<file path="config.mk">
export PLATFORM = sky130hd
export DESIGN_NAME = dmc_top
export DESIGN_NICKNAME = d
export VERILOG_FILES = /design/src/rtl/dmc_pkg.sv /design/src/rtl/dmc_rx_if.sv /design/src/rtl/dmc_rx.sv /design/src/rtl/dmc_top.sv
export SDC_FILE = /design/constraint.sdc
export NUM_CORES = 1
export LEC_CHECK = 0
export BUFFER_PORTS_ARGS = -buffer_cell sky130_fd_sc_hd__buf_2
export CAP_MARGIN = 20
export CORE_ASPECT_RATIO = 1.1
export CORE_MARGIN = 1.5
export CORE_UTILIZATION = 57
export CTS_CLUSTER_SIZE = 8
export DETAILED_ROUTE_END_ITERATION = 8
export PLACE_DENSITY = 0.81
export SYNTH_ARGS = -nofsm -noshare
export SYNTH_HDL_FRONTEND = slang
export SYNTH_SLANG_ARGS = --single-unit
</file>
<file path="constraint.sdc">
create_clock -name aclk -period 3.8 [get_ports aclk]
set_input_delay 0.76 -clock aclk [delete_from_list [all_inputs] [get_ports aclk]]
set_output_delay 0.76 -clock aclk [all_outputs]
set_load 0.01 [all_outputs]
</file>
<file path="src/rtl/dmc_pkg.sv">
// Function
// - Sync one-zero-zero locks carrier detected.
// - No transition 1 to 1.5 bits drops carrier.
// - Activity light on any message, off at end.
// - Transmit bit clock square wave, 18 us period.
// - Idle when disabled; send data bits when enabled.
// - Receive clock low unlocked, toggles when locked.
// - Received data high idle, toggles ones, low zeros.
// - Signal-lost flag high when line has no signal.
// - Four indicators lit at power-up, show test number.
// - Single dark indicator steps on background loop.
package dmc_pkg;
  localparam int unsigned CLK_HZ        = 40000000;
  localparam int unsigned BIT_NS        = 18000;
  localparam int unsigned BIT_CYC       = BIT_NS / 25;
  localparam int unsigned HALF_CYC      = BIT_CYC / 2;
  localparam int unsigned QTR_CYC       = BIT_CYC / 4;
  localparam int unsigned DROP_CYC      = (BIT_CYC * 5) / 4;
  localparam logic [11:0] HALF_CNT      = 12'(HALF_CYC - 1);
  localparam logic [11:0] DROP_CNT      = 12'(DROP_CYC);
  localparam logic [11:0] QTR_CNT       = 12'(QTR_CYC);
  localparam logic [11:0] SIG_CNT       = 12'(2 * BIT_CYC);
  localparam logic [7:0]  ADDR_CTRL     = 8'h00;
  localparam logic [7:0]  ADDR_STATUS   = 8'h04;
  localparam logic [7:0]  ADDR_IRQ_STAT = 8'h08;
  localparam logic [7:0]  ADDR_IRQ_MASK = 8'h0C;
  localparam logic [7:0]  ADDR_LED      = 8'h10;
  localparam int unsigned CTRL_MODE_LSB = 0;
  localparam int unsigned CTRL_STEP_BIT = 2;
  localparam logic [3:0]  LED_RESET     = 4'hF;
  localparam logic [3:0]  RING_START    = 4'hE;
  localparam int unsigned EV_LOCK       = 0;
  localparam int unsigned EV_DROP       = 1;
  localparam int unsigned EV_LOST       = 2;
  typedef enum logic [1:0] {
    DMC_LED_POWERUP,
    DMC_LED_TEST,
    DMC_LED_RUN
  } dmc_led_mode_t;
  typedef enum logic [1:0] {
    DMC_RX_HUNT,
    DMC_RX_ONE,
    DMC_RX_ZERO1,
    DMC_RX_LOCK
  } dmc_rx_state_t;
endpackage

</file>
<file path="src/rtl/dmc_rx_if.sv">
`timescale 1ns/10ps
interface dmc_rx_if;
  logic carrier;
  logic lock_pulse;
  logic drop_pulse;
  logic signal_lost;
  modport rx  (output carrier, output lock_pulse, output drop_pulse, output signal_lost);
  modport top (input carrier, input lock_pulse, input drop_pulse, input signal_lost);
endinterface

</file>
<file path="src/rtl/dmc_rx.sv">
`timescale 1ns/10ps
// Receiver: line coded so a one is a mid-bit transition, a zero is none.
module dmc_rx import dmc_pkg::*; (
  input  wire logic aclk,
  input  wire logic aresetn,
  input  wire logic line_s,
  input  wire logic line_edge,
  dmc_rx_if.rx      rif,
  output logic      rx_clock,
  output logic      rx_data
);
  dmc_rx_state_t state;
  dmc_rx_state_t next_state;
  logic [11:0]   quiet;
  logic [11:0]   phase;
  logic          seen_edge;
  logic          lost;
  wire           bit_end   = (phase == 12'(BIT_CYC - 1));
  wire           half_tick = (phase == HALF_CNT) || bit_end;
  // Only an edge in the middle half of a bit marks a one; bit-start edges only frame the bit.
  wire           mid_edge  = line_edge && (phase >= QTR_CNT)
                             && (phase <= 12'(BIT_CYC - QTR_CYC));
  wire           bit_one   = seen_edge || mid_edge;
  wire           drop      = (quiet >= DROP_CNT);
  always_comb begin
    next_state = state;
    unique case (state)
      DMC_RX_HUNT:  if (bit_end && bit_one) next_state = DMC_RX_ONE;
      DMC_RX_ONE:   if (bit_end) next_state = bit_one ? DMC_RX_ONE : DMC_RX_ZERO1;
      DMC_RX_ZERO1: if (bit_end) next_state = bit_one ? DMC_RX_ONE : DMC_RX_LOCK;
      DMC_RX_LOCK:  next_state = DMC_RX_LOCK;
    endcase
    if (drop) next_state = DMC_RX_HUNT;
  end
  assign rif.carrier     = (state == DMC_RX_LOCK);
  assign rif.signal_lost = lost;
  always_ff @(posedge aclk) begin
    if (!aresetn) begin
      state      <= DMC_RX_HUNT;
      quiet      <= SIG_CNT;
      phase      <= '0;
      seen_edge  <= 1'b0;
      lost       <= 1'b1;
      rx_clock   <= 1'b0;
      rx_data    <= 1'b1;
      rif.lock_pulse <= 1'b0;
      rif.drop_pulse <= 1'b0;
    end else begin
      state          <= next_state;
      rif.lock_pulse <= (next_state == DMC_RX_LOCK) && (state != DMC_RX_LOCK);
      rif.drop_pulse <= (state == DMC_RX_LOCK) && (next_state != DMC_RX_LOCK);
      quiet          <= line_edge ? 12'h000 : ((quiet >= SIG_CNT) ? quiet : quiet + 12'h001);
      lost           <= (quiet >= SIG_CNT);
      phase          <= (line_edge && (phase < QTR_CNT || phase > 12'(BIT_CYC - QTR_CYC)))
                        ? 12'h000 : (bit_end ? 12'h000 : phase + 12'h001);
      seen_edge      <= bit_end ? 1'b0 : (seen_edge || mid_edge);
      if (next_state != DMC_RX_LOCK) rx_clock <= 1'b0;
      else if (half_tick) rx_clock <= ~rx_clock;
      // A one shows high in its second half, so a run of ones is a bit-period square wave.
      if (drop) rx_data <= 1'b1;
      else if (mid_edge) rx_data <= 1'b1;
      else if (bit_end) rx_data <= 1'b0;
    end
  end
endmodule

</file>
<file path="src/rtl/dmc_top.sv">
// The AXI4-Lite slave port and the register addresses were chosen for this implementation.
`timescale 1ns/10ps
module dmc_top import dmc_pkg::*; (
  input  wire logic        aclk,
  input  wire logic        aresetn,
  input  wire logic [7:0]  s_axi_awaddr,
  input  wire logic        s_axi_awvalid,
  output logic             s_axi_awready,
  input  wire logic [31:0] s_axi_wdata,
  input  wire logic [3:0]  s_axi_wstrb,
  input  wire logic        s_axi_wvalid,
  output logic             s_axi_wready,
  output logic [1:0]       s_axi_bresp,
  output logic             s_axi_bvalid,
  input  wire logic        s_axi_bready,
  input  wire logic [7:0]  s_axi_araddr,
  input  wire logic        s_axi_arvalid,
  output logic             s_axi_arready,
  output logic [31:0]      s_axi_rdata,
  output logic [1:0]       s_axi_rresp,
  output logic             s_axi_rvalid,
  input  wire logic        s_axi_rready,
  input  wire logic        tx_key_on_n,
  input  wire logic        tx_data,
  input  wire logic        line_in,
  output logic             line_out,
  output logic             line_oe_n,
  output logic             tx_clock,
  output logic             rx_clock,
  output logic             rx_data,
  output logic             carrier_led,
  output logic             line_signal_lost,
  output logic [3:0]       status_led,
  output logic             irq
);
  dmc_rx_if      rif ();
  logic [2:0]    line_sync;
  logic [1:0]    key_sync;
  logic [1:0]    dat_sync;
  logic [11:0]   div;
  logic          cur_bit;
  logic [1:0]    led_mode;
  logic [3:0]    test_num;
  logic [3:0]    ring;
  logic [2:0]    irq_stat;
  logic [2:0]    irq_mask;
  logic          lost_q;
  logic          aw_held;
  logic          w_held;
  logic [7:0]    aw_addr;
  logic [31:0]   w_data;
  logic [3:0]    w_strb;
  wire           line_edge = line_sync[2] ^ line_sync[1];
  wire           tx_key_on = ~key_sync[1];
  wire           bit_end   = (div == 12'(BIT_CYC - 1));
  wire           half_end  = (div == HALF_CNT) || bit_end;
  wire           do_write  = aw_held && w_held && !s_axi_bvalid;
  wire           wr_ok     = w_strb[0];
  wire [2:0]     ev        = {rif.signal_lost && !lost_q, rif.drop_pulse, rif.lock_pulse};
  wire [2:0]     w_clr     = (do_write && wr_ok && aw_addr == ADDR_IRQ_STAT) ? w_data[2:0] : 3'h0;
  wire           w_ok_addr = (aw_addr == ADDR_CTRL) || (aw_addr == ADDR_IRQ_STAT)
                             || (aw_addr == ADDR_IRQ_MASK) || (aw_addr == ADDR_LED);
  wire           r_ok_addr = (s_axi_araddr == ADDR_CTRL) || (s_axi_araddr == ADDR_STATUS)
                             || (s_axi_araddr == ADDR_IRQ_STAT)
                             || (s_axi_araddr == ADDR_IRQ_MASK) || (s_axi_araddr == ADDR_LED);
  wire [31:0]    r_word    = (s_axi_araddr == ADDR_CTRL)     ? {30'h0, led_mode} :
                             (s_axi_araddr == ADDR_STATUS)   ? {28'h0, rif.signal_lost,
                                                                tx_key_on, carrier_led,
                                                                rif.carrier} :
                             (s_axi_araddr == ADDR_IRQ_STAT) ? {29'h0, irq_stat} :
                             (s_axi_araddr == ADDR_IRQ_MASK) ? {29'h0, irq_mask} :
                             (s_axi_araddr == ADDR_LED)      ? {28'h0, test_num} : 32'h0;
  dmc_rx u_rx (
    .aclk      (aclk),
    .aresetn   (aresetn),
    .line_s    (line_sync[1]),
    .line_edge (line_edge),
    .rif       (rif),
    .rx_clock  (rx_clock),
    .rx_data   (rx_data)
  );
  assign carrier_led      = rif.carrier;
  assign line_signal_lost = rif.signal_lost;
  assign line_oe_n        = ~tx_key_on;
  assign irq              = |(irq_stat & irq_mask);
  assign s_axi_awready    = !aw_held;
  assign s_axi_wready     = !w_held;
  assign s_axi_arready    = !s_axi_rvalid;
  assign status_led = (led_mode == 2'(DMC_LED_POWERUP)) ? LED_RESET :
                      (led_mode == 2'(DMC_LED_TEST))    ? test_num : ring;
  always_ff @(posedge aclk) begin
    if (!aresetn) begin
      // Reset to the idle line level so no false edge follows reset.
      line_sync <= 3'h7;
      key_sync  <= 2'h3;
      dat_sync  <= 2'h3;
    end else begin
      line_sync <= {line_sync[1:0], line_in};
      key_sync  <= {key_sync[0], tx_key_on_n};
      dat_sync  <= {dat_sync[0], tx_data};
    end
  end
  // Transmitter: each bit starts with a transition, a one adds one mid-bit.
  always_ff @(posedge aclk) begin
    if (!aresetn) begin
      div      <= '0;
      tx_clock <= 1'b0;
      line_out <= 1'b0;
      cur_bit  <= 1'b1;
    end else begin
      div <= bit_end ? 12'h000 : div + 12'h001;
      if (half_end) tx_clock <= ~tx_clock;
      if (bit_end) cur_bit <= dat_sync[1];
      if (!tx_key_on) line_out <= 1'b0;
      else if (bit_end || (div == HALF_CNT && cur_bit)) line_out <= ~line_out;
    end
  end
  always_ff @(posedge aclk) begin
    if (!aresetn) begin
      led_mode <= 2'(DMC_LED_POWERUP);
      test_num <= LED_RESET;
      ring     <= RING_START;
      irq_stat <= 3'h0;
      irq_mask <= 3'h0;
      lost_q   <= 1'b1;
      aw_held  <= 1'b0;
      w_held   <= 1'b0;
      aw_addr  <= '0;
      w_data   <= '0;
      w_strb   <= '0;
      s_axi_bvalid <= 1'b0;
      s_axi_bresp  <= 2'h0;
      s_axi_rvalid <= 1'b0;
      s_axi_rresp  <= 2'h0;
      s_axi_rdata  <= '0;
    end else begin
      lost_q   <= rif.signal_lost;
      irq_stat <= (irq_stat & ~w_clr) | ev;
      if (s_axi_awvalid && !aw_held) begin
        aw_held <= 1'b1;
        aw_addr <= s_axi_awaddr;
      end
      if (s_axi_wvalid && !w_held) begin
        w_held <= 1'b1;
        w_data <= s_axi_wdata;
        w_strb <= s_axi_wstrb;
      end
      if (do_write) begin
        aw_held      <= 1'b0;
        w_held       <= 1'b0;
        s_axi_bvalid <= 1'b1;
        s_axi_bresp  <= w_ok_addr ? 2'h0 : 2'h2;
        if (wr_ok && aw_addr == ADDR_CTRL) begin
          led_mode <= w_data[1:0];
          if (w_data[CTRL_STEP_BIT]) ring <= {ring[2:0], ring[3]};
        end
        if (wr_ok && aw_addr == ADDR_IRQ_MASK) irq_mask <= w_data[2:0];
        if (wr_ok && aw_addr == ADDR_LED) test_num <= w_data[3:0];
      end else if (s_axi_bvalid && s_axi_bready) begin
        s_axi_bvalid <= 1'b0;
      end
      if (s_axi_arvalid && !s_axi_rvalid) begin
        s_axi_rvalid <= 1'b1;
        s_axi_rdata  <= r_word;
        s_axi_rresp  <= r_ok_addr ? 2'h0 : 2'h2;
      end else if (s_axi_rvalid && s_axi_rready) begin
        s_axi_rvalid <= 1'b0;
      end
    end
  end
endmodule

</file>
* After elaboration in Yosys (flattened, before gate mapping)
Index checks and enable logic that the tools add are counted.
** Word-level totals
- Register bits :: 124
- Output and inout port bits :: 53
- Word-level logic and storage cells :: 150
** Cells by class
- Add/subtract/negate cells :: 3
- $lt $le $gt $ge :: 6
- Equality and inequality tests :: 19
- Muxes and demuxes :: 23
- Bitwise gates (word level) :: 10
- Reductions and logical operators :: 56
** Operators with widths (count)
- adder 12 x 1 -> 12 bit (second input constant) :: 3
- == test 8 x 4 -> 1 bit (second input constant) :: 4
- 2-to-1 mux 4 bit :: 7
- == test 12 x 10 -> 1 bit (second input constant) :: 2
- == test 12 x 9 -> 1 bit (second input constant) :: 2
- 2-to-1 mux 11 bit :: 2
- logical AND 1 bit :: 20
- == test 8 x 5 -> 1 bit (second input constant) :: 2
- logical NOT 8 bit :: 2
- 2-to-1 mux 2 bit :: 8
- >= comparator 12 x 10 -> 1 bit (second input constant) :: 1
- >= comparator 12 x 11 -> 1 bit (second input constant) :: 1
- >= comparator 12 x 8 -> 1 bit (second input constant) :: 1
- > comparator 12 x 10 -> 1 bit (second input constant) :: 1
- less-or-equal comparator 12 x 10 -> 1 bit (second input constant) :: 1
- logical OR 1 bit :: 12
- less-than comparator 12 x 8 -> 1 bit (second input constant) :: 1
- OR reduction 2 bit :: 6
- OR reduction 3 bit :: 3
- == test 8 x 3 -> 1 bit (second input constant) :: 1
- one-hot mux 2 bit (4 select lines) :: 1
- bitwise AND 3 bit :: 2
- == test 2 bit (second input constant) :: 3
- AND reduction 2 bit :: 3
- other kinds (13) :: 28

* Logic depth before layout (Yosys ltp)
- Depth after elaboration :: 10
- Mapped depth :: 7
- Depth with buffers taken out :: 6

* Hierarchy
A second synthesis with hierarchy kept.
** Second synthesis, totals
- Cells, all modules :: 534
- Area total of the unflattened synthesis :: 4600.7 um^2
** Modules (own cells, without submodules)
- dmc_top :: times used 1, cells each 337, area an instance 2895.3 um^2, sequential area each 1241.2 um^2
- dmc_rx :: times used 1, cells each 197, area an instance 1705.4 um^2, sequential area each 640.6 um^2

* Worst setup path after synthesis
OpenSTA, ideal clock, no wires.
- Path kind :: input to register
- Start :: input port s_axi_araddr[6]
- End :: register s_axi_rdata[1]
- Arrival time :: 1825 ps
- Required time :: 3699 ps
- Path slack :: 1874 ps
- Stages :: 4
- Buffers on the path :: 0
- Path through :: or4_1 > nor2_1 > o41ai_1 > o41ai_1
** Between the ends
- Cells in the longest elaborated chain, start to end :: 6
** Ends and longest elaborated chain
- from (decl) :: RTL line dmc_top.sv:16 : input wire logic [7:0] s_axi_araddr,
- == test 8 x 5 -> 1 bit :: RTL line dmc_top.sv:72 : (s_axi_araddr == ADDR_LED) ? {28'h0, test_num} : 32'h0;
- 2-to-1 mux 4 bit :: RTL line dmc_top.sv:72
- 2-to-1 mux 4 bit :: RTL line dmc_top.sv:71 : (s_axi_araddr == ADDR_IRQ_MASK) ? {29'h0, irq_mask} :
- 2-to-1 mux 4 bit :: RTL line dmc_top.sv:70 : (s_axi_araddr == ADDR_IRQ_STAT) ? {29'h0, irq_stat} :
- 2-to-1 mux 4 bit :: RTL line dmc_top.sv:67 : (s_axi_araddr == ADDR_STATUS) ? {28'h0, rif.signal_lost,
- 2-to-1 mux 4 bit * :: RTL line dmc_top.sv:66 : wire [31:0] r_word = (s_axi_araddr == ADDR_CTRL) ? {30'h0, led_mode} :
- to (signal assigned) :: RTL line dmc_top.sv:164 : s_axi_rdata <= r_word;
- to (decl) :: RTL line dmc_top.sv:19 : output logic [31:0] s_axi_rdata,
Mark *: on every way between the ends. The rest lies on a longest branch, timed or not.
A chain may end at the register's enable or synchronous reset.

* Worst setup path after layout
- Start :: register irq_stat[1]
- End :: output port irq
** Between the ends
- Cells in the longest elaborated chain, start to end :: 2
** Ends and longest elaborated chain
- from (decl) :: RTL line dmc_top.sv:45 : logic [2:0] irq_stat;
- from (signal assigned) :: RTL line dmc_top.sv:138 : irq_stat <= (irq_stat & ~w_clr) | ev;
- bitwise AND 3 bit :: RTL line dmc_top.sv:85 : assign irq = |(irq_stat & irq_mask);
- OR reduction 3 bit :: RTL line dmc_top.sv:85
- to (decl) :: RTL line dmc_top.sv:34 : output logic irq
Every way passes these cells.

==> flow_summary.json <==
{
  "yosysMostFrequentCell": "dfxtp_1",
  "worstPathRequired_ns": 3.04,
  "setup.worst_path.class": "register to primary output",
  "final.fill_count": 695,
  "globalplace.congestion": 0.873,
  "crit_path_end_kind": "primary output",
  "yosys.cell_types.count": 61,
  "synth_area_leaders": "dfxtp_1 41%, buf_4 4.9%, mux2i_1 4.8%",
  "design.die.area_um2": 8540,
  "drt_wl_total_um": 9360,
  "worstPathMaxFanout": 3,
  "fmax_ghz": 0.486,
  "hold_violations": 0,
  "p_leak_uw": 0.00186,
  "ys_seq_area_share_pct": 41.3,
  "yosysTopAreaCell": "dfxtp_1",
  "hpwlAfterDp_um": 6680,
  "skew_ns": 0.00755,
  "synth_common_cells": "94 x dfxtp_1, 47 x nor2_1, 30 x buf_4",
  "holdWs_ns": 0.409,
  "post-route-min-period_ns": 2.06,
  "numPortBuffers": 53,
  "rows": 34,
  "synth_seq_cells": 94,
  "via_count": 3785,
  "netlist_area_um2": 4560,
  "slowest_stage": "a222oi_1",
  "crit_family": "compound AO/OA/AOI/OAI gates",
  "holdCritPathClass": "register to register",
  "cts-root-buf": "clkbuf_8",
  "detail-route-antenna-nets": 0,
  "via_per_inst": 5.62,
  "initial_core_util_pct": 58.2,
  "grt_max_degree": 26,
  "crit_chain": "a222oi_1 -> inv_1 -> buf_2",
  "crit_arrival_ns": 1.30,
  "core_um2": 7830,
  "drive_gt1_share_pct": 13.6,
  "syn_inst": 523,
  "num-nets-final": 628,
  "ir_worst_vdd_mv": 0.230,
  "clkLatencyLatePin_ns": 0.36,
  "yosysWarnings": 0,
  "syn_avg_cell_area_um2": 8.72,
  "syn_to_final_growth_pct": 8.81,
  "path_buf_inv": 2,
  "tritoncts": "built",
  "start_kind": "register",
  "synth_edf_count": 0,
  "post_cts_resize_count": 0,
  "max_stage_delay_ns": 0.37,
  "diodes": 0,
  "ios": 115,
  "antenna_found_initial": 0,
  "worstMarginPinSlew_ns": 0.887,
  "overflow": 0,
  "grt_pass1_wl_um": 15700,
  "async_flop_share_pct": 0,
  "slew_headroom_pct": 40.8,
  "drc": 0,
  "die_x_um": 88.3,
  "cts_max_level": 3,
  "drv_slew": 0,
  "status": "finished clean",
  "cts_inserted_buffers": 9,
  "postCtsHoldBufs": 0,
  "clock_path_buffers": 2,
  "p_per_area_nw_per_um2": 393,
  "setup_viol": 0,
  "die_h_um": 96.8,
  "drt_iter0_drc": 230,
  "numClockSinks": 94,
  "firstDrtPassIters": 5,
  "grt_use_total_pct": 22.9,
  "grt_pass1_vias": 3557,
  "fin_crit_sh_pct": 54.2,
  "wl_per_cell_um": 13.9,
  "synth_top_cell_area_share_pct": 41.3,
  "ys.flop_type": "dfxtp_1",
  "finalSetupTns_ns": 0,
  "rsz0062_at_grt": "false",
  "clkTransAtPathRegs_ns": 0.09,
  "cts_setup_buffers": 0,
  "timing.max_cap.violations": 0
}
## worst reg2reg max path, stage by stage (launching register included)
cell,delay [ns]
dfxtp_1,0.42
inv_1,0.07
ha_1,0.18
and4b_1,0.25
o21ai_1,0.10
a21oi_1,0.71
nor3_1,0.14
## report_power, final
group,switching (µW),total [µW],internal [µW],leakage (µW)
logic,101,169,67.7,0.000994
clock network,341,731,390,0.000104
registers,33.7,1050,1020,0.000765
total,475,1950,1470,0.00186
## flip-flops by register name (all words and copies together) (netlist names), 4 cells and up
name,count
test_num,4
w_data,4
u_rx.phase,12
u_rx.quiet,12
aw_addr,8
ring,4
s_axi_rdata,4
div,12
## final cells by class
cell class | count | area [µm²] | area share (%)
Multi-Input combinational cell | 377 | 2360 | 47.5
Clock buffer | 13 | 149 | 3.00
Tap cell | 108 | 135 | 2.72
Clock inverter | 3 | 67.6 | 1.36
Sequential cell | 94 | 1880 | 37.9
Timing Repair Buffer | 55 | 280 | 5.65
Inverter | 24 | 90.1 | 1.82
## cell usage in the layout, fill, tap and decap left out, drive strengths merged, types with 9 or more instances in the layout
master and n:
buf 55, nor2 47, conb 30, xnor2 13
nand2b 14, o21ai 27, mux2i 22, nand2 26
clkbuf 13, nand3 27, nand4 9, xor2 9
a21oi 25, inv 24, nor3 22, dfxtp 94
## per-layer routing
metal / track usage (%) / wire [µm]
met2: 37.1 / 4600
met3: 5.29 / 491
met4: 9.01 / 190
met5: 0 / 0
met1: 29.2 / 4080
## cell families (layout without fill, tap and decap cells)
logic type | count (synthesis) | in the layout | synth area share, %
mux | 23 | 23 | 5.33
other cells | 1 | 30 | 0.0823
flops | 94 | 94 | 41.3
simple gates | 210 | 210 | 26.4
compound gates | 87 | 87 | 11.9
buf+inv | 81 | 95 | 9.42
xor+xnor | 22 | 22 | 4.23
fa+ha+maj | 5 | 5 | 1.37
## metrics by stage
step / cell area, µm² / std cells / setup slack [ns] / total power, µW / util [%]
floorplan: 4670 / 552 / 1.87 / 1210 / -
global placement: 4740 / 658 / 1.58 / 1230 / 60.6
detailed placement: 4740 / 658 / 1.53 / 1240 / 60.6
CTS: 4960 / 674 / 1.76 / 1960 / 63.4
global route: 4960 / 674 / 1.57 / 2020 / 63.4
finish: 4960 / 674 / 1.74 / 1950 / 63.4
## worst paths after layout
kind                       from        endpoint  slack (ns)  cells past startpoint
setup / recovery    irq_stat[1]             irq        1.74                      3
hold / removal      dat_sync[0]     dat_sync[1]        0.41                      1
setup reg to reg  u_rx.phase[0]  u_rx.phase[10]        1.78                      6
hold reg to reg     dat_sync[0]     dat_sync[1]        0.41                      1
Power figures use the tool's default switching activity.
